[src/tdm_pkg.sv]
// What this block does
// - A channel's drive fault flag rises once 128 bit periods pass with no bipolar pulse seen on its line output.
// - The drive fault flag is low whenever a bipolar pulse was seen within the last 128 bit periods.
// - The monitor takes activity from the external monitor inputs or from an internal tap of the line output, per the selected source.
// - In hardware mode a high edge select makes all transmitters sample the rail inputs on the rising transmit clock edge.
// - In hardware mode a low edge select makes all transmitters sample the rail inputs on the falling transmit clock edge.
// - In host mode the edge select input stops selecting edges and serves as the serial port clock.
// - A positive mark drives the positive line output above the negative one for the pulse.
// - A negative mark drives the positive line output below the negative one for the pulse.
// - Both line outputs of a channel are tri-stated while its transmitter-on control is 0.
// - Internal monitoring may be chosen only in host mode; hardware mode always uses the external inputs.
package tdm_pkg;

  // Sizes
  localparam int NUM_CH   = 3;
  localparam int MON_BITS = 128;
  localparam int CNT_W    = 8;
  localparam int ADDR_W   = 4;
  localparam int DATA_W   = 32;

  // Register byte offsets
  localparam logic [ADDR_W-1:0] ADDR_CTRL   = 4'h0;
  localparam logic [ADDR_W-1:0] ADDR_STATUS = 4'h4;
  localparam logic [ADDR_W-1:0] ADDR_MASK   = 4'h8;
  localparam logic [ADDR_W-1:0] ADDR_FAULT  = 4'hc;

  // Control field positions and reset values
  localparam int CTRL_TXON_LSB = 0;
  localparam int CTRL_INTMON   = 3;
  localparam int CTRL_RISE     = 4;
  localparam int CTRL_W        = 5;
  localparam logic [CTRL_W-1:0] CTRL_RST = 5'h00;
  localparam logic [NUM_CH-1:0] CH_ZERO  = 3'h0;

  // One channel's rail pair
  typedef struct packed {
    logic pos;
    logic neg;
  } tdm_rail_s;

  // One channel's line driver
  typedef struct packed {
    logic pos;
    logic neg;
    logic oe;
  } tdm_line_s;

  // All pin inputs that cross into the clock domain
  typedef struct packed {
    logic              host;
    logic              edge_sel;
    logic [NUM_CH-1:0] txon;
    logic [NUM_CH-1:0] tclk;
    logic [NUM_CH-1:0] pos;
    logic [NUM_CH-1:0] neg;
    logic [NUM_CH-1:0] mpos;
    logic [NUM_CH-1:0] mneg;
  } tdm_pins_s;

  localparam tdm_pins_s PINS_RST = '0;

endpackage : tdm_pkg

[src/tdm_chan.sv]
`timescale 1ns/1ps
module tdm_chan #(
  parameter int THRESH = tdm_pkg::MON_BITS,
  parameter int CNT_W  = tdm_pkg::CNT_W
) (
  // Clock and reset
  input  wire logic                clk,
  input  wire logic                reset_n,
  input  wire logic                ce,
  // Bit timing and data
  input  wire logic                strobe,
  input  wire tdm_pkg::tdm_rail_s  rail,
  input  wire tdm_pkg::tdm_rail_s  mon,
  // Control
  input  wire logic                use_int,
  input  wire logic                drv_on,
  // Results
  output tdm_pkg::tdm_line_s       line,
  output logic                     fault
);

  localparam logic [CNT_W-1:0] THR = CNT_W'(THRESH);
  localparam logic [CNT_W-1:0] ONE = CNT_W'(1);

  tdm_pkg::tdm_line_s line_ff, nxt_line;
  logic [CNT_W-1:0]   cnt_ff, nxt_cnt;
  logic               act_ff, nxt_act;
  logic               fault_ff, nxt_fault;
  logic               cur_act;
  logic               act_any;

  // Line drive, activity capture and idle counter
  always_comb begin
    if (use_int) begin
      cur_act = line_ff.oe & (line_ff.pos | line_ff.neg);
    end else begin
      cur_act = mon.pos ^ mon.neg;
    end
    act_any   = act_ff | cur_act;
    nxt_line  = line_ff;
    nxt_cnt   = cnt_ff;
    nxt_act   = act_any;
    if (strobe) begin
      nxt_line.pos = rail.pos & ~rail.neg;
      nxt_line.neg = rail.neg & ~rail.pos;
      nxt_act      = 1'b0;
      if (act_any) begin
        nxt_cnt = '0;
      end else if (cnt_ff < THR) begin
        nxt_cnt = cnt_ff + ONE;
      end
    end
    nxt_line.oe = drv_on;
    if (!drv_on) begin
      nxt_line.pos = 1'b0;
      nxt_line.neg = 1'b0;
    end
    nxt_fault = (nxt_cnt >= THR);
  end

  // State registers
  always_ff @(posedge clk or negedge reset_n) begin
    if (!reset_n) begin
      line_ff  <= '0;
      cnt_ff   <= '0;
      act_ff   <= 1'b0;
      fault_ff <= 1'b0;
    end else if (ce) begin
      line_ff  <= nxt_line;
      cnt_ff   <= nxt_cnt;
      act_ff   <= nxt_act;
      fault_ff <= nxt_fault;
    end
  end

  assign line  = line_ff;
  assign fault = fault_ff;

  // Checks
  property p_fault_hi;
    @(posedge clk) disable iff (!reset_n)
    (ce && strobe && !act_any && cnt_ff == THR - ONE) |=> fault_ff;
  endproperty
  a_fault_hi: assert property (p_fault_hi) else $error("fault missed");

  property p_fault_lo;
    @(posedge clk) disable iff (!reset_n)
    (ce && strobe && act_any) |=> !fault_ff;
  endproperty
  a_fault_lo: assert property (p_fault_lo) else $error("fault held");

  property p_cnt_clr;
    @(posedge clk) disable iff (!reset_n)
    (ce && strobe && act_any) |=> (cnt_ff == '0);
  endproperty
  a_cnt_clr: assert property (p_cnt_clr) else $error("count kept");

  property p_int_tap;
    @(posedge clk) disable iff (!reset_n)
    (ce && use_int && line_ff.oe && line_ff.pos && strobe) |=> !fault_ff;
  endproperty
  a_int_tap: assert property (p_int_tap) else $error("tap ignored");

  property p_mark_pos;
    @(posedge clk) disable iff (!reset_n)
    (ce && strobe && drv_on && rail.pos && !rail.neg)
      |=> (line_ff.pos && !line_ff.neg);
  endproperty
  a_mark_pos: assert property (p_mark_pos) else $error("bad pos mark");

  property p_mark_neg;
    @(posedge clk) disable iff (!reset_n)
    (ce && strobe && drv_on && rail.neg && !rail.pos)
      |=> (line_ff.neg && !line_ff.pos);
  endproperty
  a_mark_neg: assert property (p_mark_neg) else $error("bad neg mark");

  property p_tri;
    @(posedge clk) disable iff (!reset_n)
    (ce && !drv_on) |=> (!line_ff.oe && !line_ff.pos && !line_ff.neg);
  endproperty
  a_tri: assert property (p_tri) else $error("driver not off");

  c_fault: cover property (@(posedge clk) disable iff (!reset_n)
    !fault_ff ##1 fault_ff);
  c_recover: cover property (@(posedge clk) disable iff (!reset_n)
    fault_ff ##1 !fault_ff);

endmodule : tdm_chan

[src/tdm_top.sv]
// The placing of the registers and the address-and-strobe port were left to the implementer.
`timescale 1ns/1ps
module tdm_top #(
  parameter int NUM_CH = tdm_pkg::NUM_CH,
  parameter int THRESH = tdm_pkg::MON_BITS
) (
  // Clock, reset, enable
  input  wire logic                        clk,
  input  wire logic                        reset_n,
  input  wire logic                        ce,
  // Mode and shared edge select pins
  input  wire logic                        host_mode,
  input  wire logic                        tx_clock_edge_select,
  // Terminal side pins
  input  wire logic [NUM_CH-1:0]           tx_line_clock,
  input  wire logic [NUM_CH-1:0]           tx_pos_rail,
  input  wire logic [NUM_CH-1:0]           tx_neg_rail,
  input  wire logic [NUM_CH-1:0]           tx_driver_on,
  // Monitor pins
  input  wire logic [NUM_CH-1:0]           monitor_pos_in,
  input  wire logic [NUM_CH-1:0]           monitor_neg_in,
  // Line outputs
  output logic      [NUM_CH-1:0]           line_out_pos,
  output logic      [NUM_CH-1:0]           line_out_neg,
  output logic      [NUM_CH-1:0]           line_out_oe,
  output logic      [NUM_CH-1:0]           drive_fault_flag,
  // Serial port clock
  output logic                             serial_port_clk,
  // Register port
  input  wire logic [tdm_pkg::ADDR_W-1:0]  reg_addr,
  input  wire logic [tdm_pkg::DATA_W-1:0]  reg_wdata,
  input  wire logic                        reg_wr,
  input  wire logic                        reg_rd,
  output logic      [tdm_pkg::DATA_W-1:0]  reg_rdata,
  // Interrupt
  output logic                             irq
);

  tdm_pkg::tdm_pins_s pins_raw;
  tdm_pkg::tdm_pins_s s1_ff, s2_ff, s3_ff, filt_ff, nxt_filt;

  // Pin bundle
  always_comb begin
    pins_raw          = tdm_pkg::PINS_RST;
    pins_raw.host     = host_mode;
    pins_raw.edge_sel = tx_clock_edge_select;
    pins_raw.txon     = tx_driver_on;
    pins_raw.tclk     = tx_line_clock;
    pins_raw.pos      = tx_pos_rail;
    pins_raw.neg      = tx_neg_rail;
    pins_raw.mpos     = monitor_pos_in;
    pins_raw.mneg     = monitor_neg_in;
  end

  // Per bit, accept a change once stages two and three agree
  always_comb begin
    nxt_filt = filt_ff;
    for (int b = 0; b < $bits(tdm_pkg::tdm_pins_s); b++) begin
      if (s2_ff[b] == s3_ff[b]) begin
        nxt_filt[b] = s3_ff[b];
      end
    end
  end

  // Three-stage synchroniser and filter
  always_ff @(posedge clk or negedge reset_n) begin
    if (!reset_n) begin
      s1_ff   <= tdm_pkg::PINS_RST;
      s2_ff   <= tdm_pkg::PINS_RST;
      s3_ff   <= tdm_pkg::PINS_RST;
      filt_ff <= tdm_pkg::PINS_RST;
    end else if (ce) begin
      s1_ff   <= pins_raw;
      s2_ff   <= s1_ff;
      s3_ff   <= s2_ff;
      filt_ff <= nxt_filt;
    end
  end

  // Control register and effective controls
  logic [tdm_pkg::CTRL_W-1:0] ctrl_ff, nxt_ctrl;
  logic [NUM_CH-1:0]          status_ff, nxt_status;
  logic [NUM_CH-1:0]          mask_ff, nxt_mask;
  logic [NUM_CH-1:0]          drv_on_eff;
  logic                       rise_eff;
  logic                       int_mon_eff;

  always_comb begin
    int_mon_eff = filt_ff.host & ctrl_ff[tdm_pkg::CTRL_INTMON];
    if (filt_ff.host) begin
      rise_eff   = ctrl_ff[tdm_pkg::CTRL_RISE];
      drv_on_eff = ctrl_ff[tdm_pkg::CTRL_TXON_LSB +: NUM_CH];
    end else begin
      rise_eff   = filt_ff.edge_sel;
      drv_on_eff = filt_ff.txon;
    end
  end

  // Edge detection on the filtered transmit clocks
  logic [NUM_CH-1:0] tclk_prev_ff, nxt_tclk_prev;
  logic [NUM_CH-1:0] strobe;

  always_comb begin
    nxt_tclk_prev = filt_ff.tclk;
    if (rise_eff) begin
      strobe = filt_ff.tclk & ~tclk_prev_ff;
    end else begin
      strobe = ~filt_ff.tclk & tclk_prev_ff;
    end
  end

  always_ff @(posedge clk or negedge reset_n) begin
    if (!reset_n) begin
      tclk_prev_ff <= '0;
    end else if (ce) begin
      tclk_prev_ff <= nxt_tclk_prev;
    end
  end

  // Channels
  tdm_pkg::tdm_line_s [NUM_CH-1:0] ch_line;
  logic [NUM_CH-1:0]               ch_fault;

  for (genvar i = 0; i < NUM_CH; i++) begin : g_ch
    tdm_pkg::tdm_rail_s rail_i;
    tdm_pkg::tdm_rail_s mon_i;
    assign rail_i = '{pos: filt_ff.pos[i], neg: filt_ff.neg[i]};
    assign mon_i  = '{pos: filt_ff.mpos[i], neg: filt_ff.mneg[i]};
    tdm_chan #(
      .THRESH (THRESH),
      .CNT_W  (tdm_pkg::CNT_W)
    ) u_chan (
      .clk     (clk),
      .reset_n (reset_n),
      .ce      (ce),
      .strobe  (strobe[i]),
      .rail    (rail_i),
      .mon     (mon_i),
      .use_int (int_mon_eff),
      .drv_on  (drv_on_eff[i]),
      .line    (ch_line[i]),
      .fault   (ch_fault[i])
    );
    assign line_out_pos[i] = ch_line[i].pos;
    assign line_out_neg[i] = ch_line[i].neg;
    assign line_out_oe[i]  = ch_line[i].oe;
  end

  assign drive_fault_flag = ch_fault;

  // Write-one-to-clear mask for the status register
  function automatic logic [NUM_CH-1:0] w1c_mask(
    input logic                        wr,
    input logic [tdm_pkg::ADDR_W-1:0]  addr,
    input logic [tdm_pkg::DATA_W-1:0]  wdata
  );
    if (wr && addr == tdm_pkg::ADDR_STATUS) begin
      return wdata[NUM_CH-1:0];
    end
    return '0;
  endfunction : w1c_mask

  // Register file next state
  logic [NUM_CH-1:0]          fault_d_ff, nxt_fault_d;
  logic [NUM_CH-1:0]          fault_rise;
  logic [tdm_pkg::DATA_W-1:0] rdata_ff, nxt_rdata;
  logic                       irq_ff, nxt_irq;
  logic                       sclk_ff, nxt_sclk;

  always_comb begin
    nxt_fault_d = ch_fault;
    fault_rise  = ch_fault & ~fault_d_ff;
    nxt_ctrl    = ctrl_ff;
    nxt_mask    = mask_ff;
    if (reg_wr && reg_addr == tdm_pkg::ADDR_CTRL) begin
      nxt_ctrl = reg_wdata[tdm_pkg::CTRL_W-1:0];
    end
    if (reg_wr && reg_addr == tdm_pkg::ADDR_MASK) begin
      nxt_mask = reg_wdata[NUM_CH-1:0];
    end
    // Set wins over clear
    nxt_status = (status_ff & ~w1c_mask(reg_wr, reg_addr, reg_wdata))
               | fault_rise;
    nxt_irq    = |(nxt_status & nxt_mask);
    nxt_rdata  = '0;
    if (reg_rd) begin
      case (reg_addr)
        tdm_pkg::ADDR_CTRL:   nxt_rdata[tdm_pkg::CTRL_W-1:0] = ctrl_ff;
        tdm_pkg::ADDR_STATUS: nxt_rdata[NUM_CH-1:0] = status_ff;
        tdm_pkg::ADDR_MASK:   nxt_rdata[NUM_CH-1:0] = mask_ff;
        tdm_pkg::ADDR_FAULT:  nxt_rdata[NUM_CH-1:0] = ch_fault;
        default:              nxt_rdata = '0;
      endcase
    end
    nxt_sclk = filt_ff.host & filt_ff.edge_sel;
  end

  // Register file state
  always_ff @(posedge clk or negedge reset_n) begin
    if (!reset_n) begin
      ctrl_ff    <= tdm_pkg::CTRL_RST;
      mask_ff    <= tdm_pkg::CH_ZERO;
      status_ff  <= tdm_pkg::CH_ZERO;
      fault_d_ff <= tdm_pkg::CH_ZERO;
      rdata_ff   <= '0;
      irq_ff     <= 1'b0;
      sclk_ff    <= 1'b0;
    end else if (ce) begin
      ctrl_ff    <= nxt_ctrl;
      mask_ff    <= nxt_mask;
      status_ff  <= nxt_status;
      fault_d_ff <= nxt_fault_d;
      rdata_ff   <= nxt_rdata;
      irq_ff     <= nxt_irq;
      sclk_ff    <= nxt_sclk;
    end
  end

  assign reg_rdata       = rdata_ff;
  assign irq             = irq_ff;
  assign serial_port_clk = sclk_ff;

  // Checks
  property p_src_hw;
    @(posedge clk) disable iff (!reset_n)
    !filt_ff.host |-> !int_mon_eff;
  endproperty
  a_src_hw: assert property (p_src_hw) else $error("internal tap in hw");

  property p_edge_rise;
    @(posedge clk) disable iff (!reset_n)
    (!filt_ff.host && filt_ff.edge_sel && filt_ff.tclk[0]
      && !tclk_prev_ff[0]) |-> strobe[0];
  endproperty
  a_edge_rise: assert property (p_edge_rise) else $error("rise missed");

  property p_edge_fall;
    @(posedge clk) disable iff (!reset_n)
    (!filt_ff.host && !filt_ff.edge_sel && !filt_ff.tclk[0]
      && tclk_prev_ff[0]) |-> strobe[0];
  endproperty
  a_edge_fall: assert property (p_edge_fall) else $error("fall missed");

  property p_host_sclk;
    @(posedge clk) disable iff (!reset_n)
    (ce && filt_ff.host) |=> (sclk_ff == $past(filt_ff.edge_sel));
  endproperty
  a_host_sclk: assert property (p_host_sclk) else $error("sclk wrong");

  property p_host_noedge;
    @(posedge clk) disable iff (!reset_n)
    filt_ff.host |-> (rise_eff == ctrl_ff[tdm_pkg::CTRL_RISE]);
  endproperty
  a_host_noedge: assert property (p_host_noedge) else $error("pin used");

  property p_irq;
    @(posedge clk) disable iff (!reset_n)
    (ce && |(nxt_status & nxt_mask)) |=> irq_ff;
  endproperty
  a_irq: assert property (p_irq) else $error("irq missing");

  property p_irq_lo;
    @(posedge clk) disable iff (!reset_n)
    (ce && (nxt_status & nxt_mask) == '0) |=> !irq_ff;
  endproperty
  a_irq_lo: assert property (p_irq_lo) else $error("irq stuck");

  property p_sts_set;
    @(posedge clk) disable iff (!reset_n)
    ce |=> ((status_ff & $past(fault_rise)) == $past(fault_rise));
  endproperty
  a_sts_set: assert property (p_sts_set) else $error("status lost");

  property p_rd_idle;
    @(posedge clk) disable iff (!reset_n)
    (ce && !reg_rd) |=> (rdata_ff == '0);
  endproperty
  a_rd_idle: assert property (p_rd_idle) else $error("rdata not idle");

  property p_oe_follow;
    @(posedge clk) disable iff (!reset_n)
    ce |=> (line_out_oe == $past(drv_on_eff));
  endproperty
  a_oe_follow: assert property (p_oe_follow) else $error("oe wrong");

  property p_sclk_hw;
    @(posedge clk) disable iff (!reset_n)
    (ce && !filt_ff.host) |=> !sclk_ff;
  endproperty
  a_sclk_hw: assert property (p_sclk_hw) else $error("sclk in hw");

  property p_int_host;
    @(posedge clk) disable iff (!reset_n)
    (filt_ff.host && ctrl_ff[tdm_pkg::CTRL_INTMON]) |-> int_mon_eff;
  endproperty
  a_int_host: assert property (p_int_host) else $error("tap not chosen");

  c_hw_rise: cover property (@(posedge clk) disable iff (!reset_n)
    !filt_ff.host && filt_ff.edge_sel && strobe[0]);
  c_host_int: cover property (@(posedge clk) disable iff (!reset_n)
    int_mon_eff && ch_fault[0]);
  c_irq: cover property (@(posedge clk) disable iff (!reset_n)
    !irq_ff ##1 irq_ff);

endmodule : tdm_top

[config.mk]
export PLATFORM = sky130hd
export DESIGN_NAME = tdm_top
export DESIGN_NICKNAME = d
export VERILOG_FILES = /design/src/tdm_pkg.sv /design/src/tdm_chan.sv /design/src/tdm_top.sv
export SDC_FILE = /design/constraint.sdc
export NUM_CORES = 1
export LEC_CHECK = 0
export BUFFER_PORTS_ARGS = -buffer_cell sky130_fd_sc_hd__clkbuf_2
export CORE_ASPECT_RATIO = 0.8
export CORE_MARGIN = 2
export CORE_UTILIZATION = 38
export DETAILED_ROUTE_END_ITERATION = 10
export GPL_TIMING_DRIVEN = 0
export HOLD_SLACK_MARGIN = 0.06
export PLACE_DENSITY_LB_ADDON = 0.25
export REMOVE_ABC_BUFFERS = 1
export SETUP_SLACK_MARGIN = 0.1
export SYNTH_ARGS = -nofsm -noshare
export SYNTH_HDL_FRONTEND = slang
export SYNTH_HIERARCHICAL = 1
export SYNTH_SLANG_ARGS = --single-unit
[constraint.sdc]
create_clock -name clk -period 3.1 [get_ports clk]
set_input_delay 0.31 -clock clk [delete_from_list [all_inputs] [get_ports clk]]
set_output_delay 0.31 -clock clk [all_outputs]
set_load 0.01 [all_outputs]
==> flow_summary.json <==
{
  "grt-ovfl-total": 0,
  "antenna_left": 0,
  "layout-drive-gt1-share_pct": 25.2,
  "power_density_mw_per_mm2": 765,
  "avgSynthCellArea_um2": 11.4,
  "yosysSeqAreaShare_pct": 53.9,
  "cp_top_family": "compound AO/OA/AOI/OAI gates",
  "synth_xor_area_share_pct": 1.19,
  "drc": 0,
  "required_ns": 3.44,
  "critical_path_buf_inv_count": 0,
  "seqCellArea_mm2": 0.00358,
  "clock_skew_ns": 0.00670,
  "clockBufferDepth": 2,
  "drtIter0Drc": 209,
  "hp-class": "in2reg",
  "reg2reg_from": "filt_ff[19]",
  "place.gp.congestion": 0.772,
  "drv_cap": 0,
  "wl_per_cell_um": 15.0,
  "grt_usage_pct": 15.0,
  "synth-compound-area-share_pct": 15.0,
  "grt_pass1_wl_um": 21800,
  "clk_latency_ns": 0.42,
  "endpoint": "g_ch[2].u_chan/cnt_ff[4]",
  "reg2reg_depth": 5,
  "io_pins": 107,
  "die_area_mm2": 0.0186,
  "leakage_nw": 3.57,
  "chipHeight_um": 122,
  "yosys_warnings": 6,
  "nets": 694,
  "synth-simple-area-share_pct": 9.97,
  "worstPathMaxFanout": 8,
  "cpPeakStageDelay_ns": 0.94,
  "grt_max_degree": 121,
  "r2r-end": "g_ch[2].u_chan/cnt_ff[4]",
  "num_antenna_cells": 0,
  "period_share_pct": 88.8,
  "antenna_found_initial": 0,
  "htree_levels": 4,
  "post-cts-setup-buffers": 0,
  "n_fill_cell": 1612,
  "synthAdderAreaFrac_pct": 0.565,
  "outcome": "finished, final reports clean",
  "crit_path_start_kind": "flop",
  "port_buffers": 52,
  "cts_buffers": 17,
  "start_util_pct": 38.6,
  "synth_area_leaders": "dfrtp_1 (54%), mux2_2 (8.6%), o21ai_0 (6.0%)",
  "ys_seq_elements": 143,
  "synth_ff_type": "dfrtp_1",
  "cts_tree": "done",
  "ys_top_cells_by_count": "dfrtp_1 (143), o21ai_0 (79), mux2_2 (51)",
  "final.setup.tns_ns": 0,
  "period_needed_ns": 2.75,
  "multiInputGateArea_mm2": 0.00270,
  "die_x_um": 152,
  "synth_most_common_cell": "dfrtp_1",
  "ir_drop_mv": 0.308,
  "core_mm2": 0.0172,
  "synth_top_family_by_area": "compound AO/OA/AOI/OAI gates",
  "arrival_ns": 3.09,
  "path_cells": "mux2i_1, o21ai_0, nand4b_2, or3_1, a22oi_2",
  "slew_headroom_pct": 23.9,
  "ys_types": 50,
  "first_pass_iters": 5,
  "grt_pass1_vias": 4365,
  "num_rows": 43,
  "crit_type": "reg2reg",
  "hold_viol_final": 0,
  "hold_ws_ns": 0.116,
  "routed_wl_um": 13000,
  "vias": 4470,
  "vias_per_cell": 5.15,
  "critPathLaunch": "filt_ff[19]",
  "cpMaxStageDelayCell": "o21ai_0",
  "root_buffer": "clkbuf_16",
  "tightest_slew_ns": 1.13,
  "synth.largest_area_cell": "dfrtp_1",
  "synthArstFlopShare_pct": 100,
  "path_depth": 5,
  "cts_sinks": 143,
  "area_growth_pct": 15.3,
  "reg2reg_slack_ns": 0.35,
  "max_freq_ghz": 0.363,
  "setup_viol": 0,
  "drv_slew": 0,
  "synth_edf_count": 0,
  "syn_area_mm2": 0.00664,
  "synth_top_area_share_pct": 53.9,
  "dpl.hpwl_um": 8420,
  "grt_setup_unrepaired": "false",
  "clkSlewWorstSetupHoldPaths_ns": 0.06,
  "cp-end-kind": "flop",
  "finalPower_mw": 5.85,
  "syn_inst": 582,
  "synth_mux_area_share_pct": 12.4
}
how the worst min path moves through the flow:
stage	from	endpoint	slack, ns	cells after the start
after floorplan	reset_n	ctrl_ff[0]	0.01	0
after global placement	reg_rdata[2]	reg_rdata[2]	0.47	1
after detailed placement	reset_n	reg_rdata[0]	0.24	1
after CTS	tx_neg_rail[0]	s1_ff[6]	0.1	2
after global routing	tx_line_clock[1]	s1_ff[13]	0.09	2
final	tx_line_clock[1]	s1_ff[13]	0.12	2
metal layers:
metal	wire length (um)	track usage [%]	share of wire, %	up-vias
li1	-	-	-	2141
met1	6340	20.7	49	2246
met2	6090	22.7	47	78
met3	529	4.61	4.1	5
met4	61	5.32	0.47	0
met5	0	0	0	-
where the power goes:
part           total [mW]  leakage [nW]  switching [mW]  internal [mW]
registers            2.57          1.76           0.322           2.25
logic                1.19          1.52           0.677          0.509
clock network        2.10         0.300           0.789           1.31
total                5.85          3.57            1.79           4.06
registers in the layout, indices dropped and copies added (netlist names):
name	cells
irq	1
ctrl_ff	5
filt_ff	17
fault_d_ff	3
g_ch.u_chan/cnt_ff	24
g_ch.u_chan/line	9
s3_ff	20
g_ch.u_chan/act_ff	3
reg_rdata	5
mask_ff	3
g_ch.u_chan/fault	3
serial_port_clk	1
tclk_prev_ff	3
s1_ff	20
nxt_tclk_prev	3
status_ff	3
s2_ff	20
cell families after synthesis:
family / after synthesis
fa+ha+maj: 3
other cells: 1
simple gates: 107
compound gates: 160
xor+xnor: 9
flops: 143
buf+inv: 90
mux: 69
through the flow:
| stage | cell area, um^2 | utilization (%) | std cells | setup slack, ns |
|---|---|---|---|---|
| final | 7650 | 44.5 | 868 | 0.348 |
| after CTS | 7650 | 44.5 | 868 | 0.252 |
| after global routing | 7650 | 44.5 | 868 | 0.102 |
| after floorplan | 6420 | - | 556 | 1.10 |
| after global placement | 6960 | 40.4 | 833 | -2.38 |
| after detailed placement | 7030 | 40.8 | 835 | 0.190 |
layout by cell type, fill, tap and decap left out, types with 9 or more instances in the layout:
cell type	synthesis	layout
conb_1	1	27
dfrtp_1	143	143
clkbuf_16	0	17
clkbuf_2	1	50
a21oi_1	35	35
o21ai_0	79	79
or3_1	9	9
nand2_1	31	31
mux2_2	51	51
inv_1	38	38
timing repair:
action	4_1_cts	5_1_grt
endpoints found under the hold margin	36	0
hold buffers	1	0
resized for setup	0	0
area by class of cell:
class	count	share of cell area (%)
Timing Repair Buffer	55	4.48
Tap cell	225	3.68
Sequential cell	143	46.8
Multi-Input combinational cell	375	35.2
Clock buffer	19	5.92
Inverter	38	1.86
Clock inverter	13	2.09
Note: power is estimated with default switching activity, not from simulation.
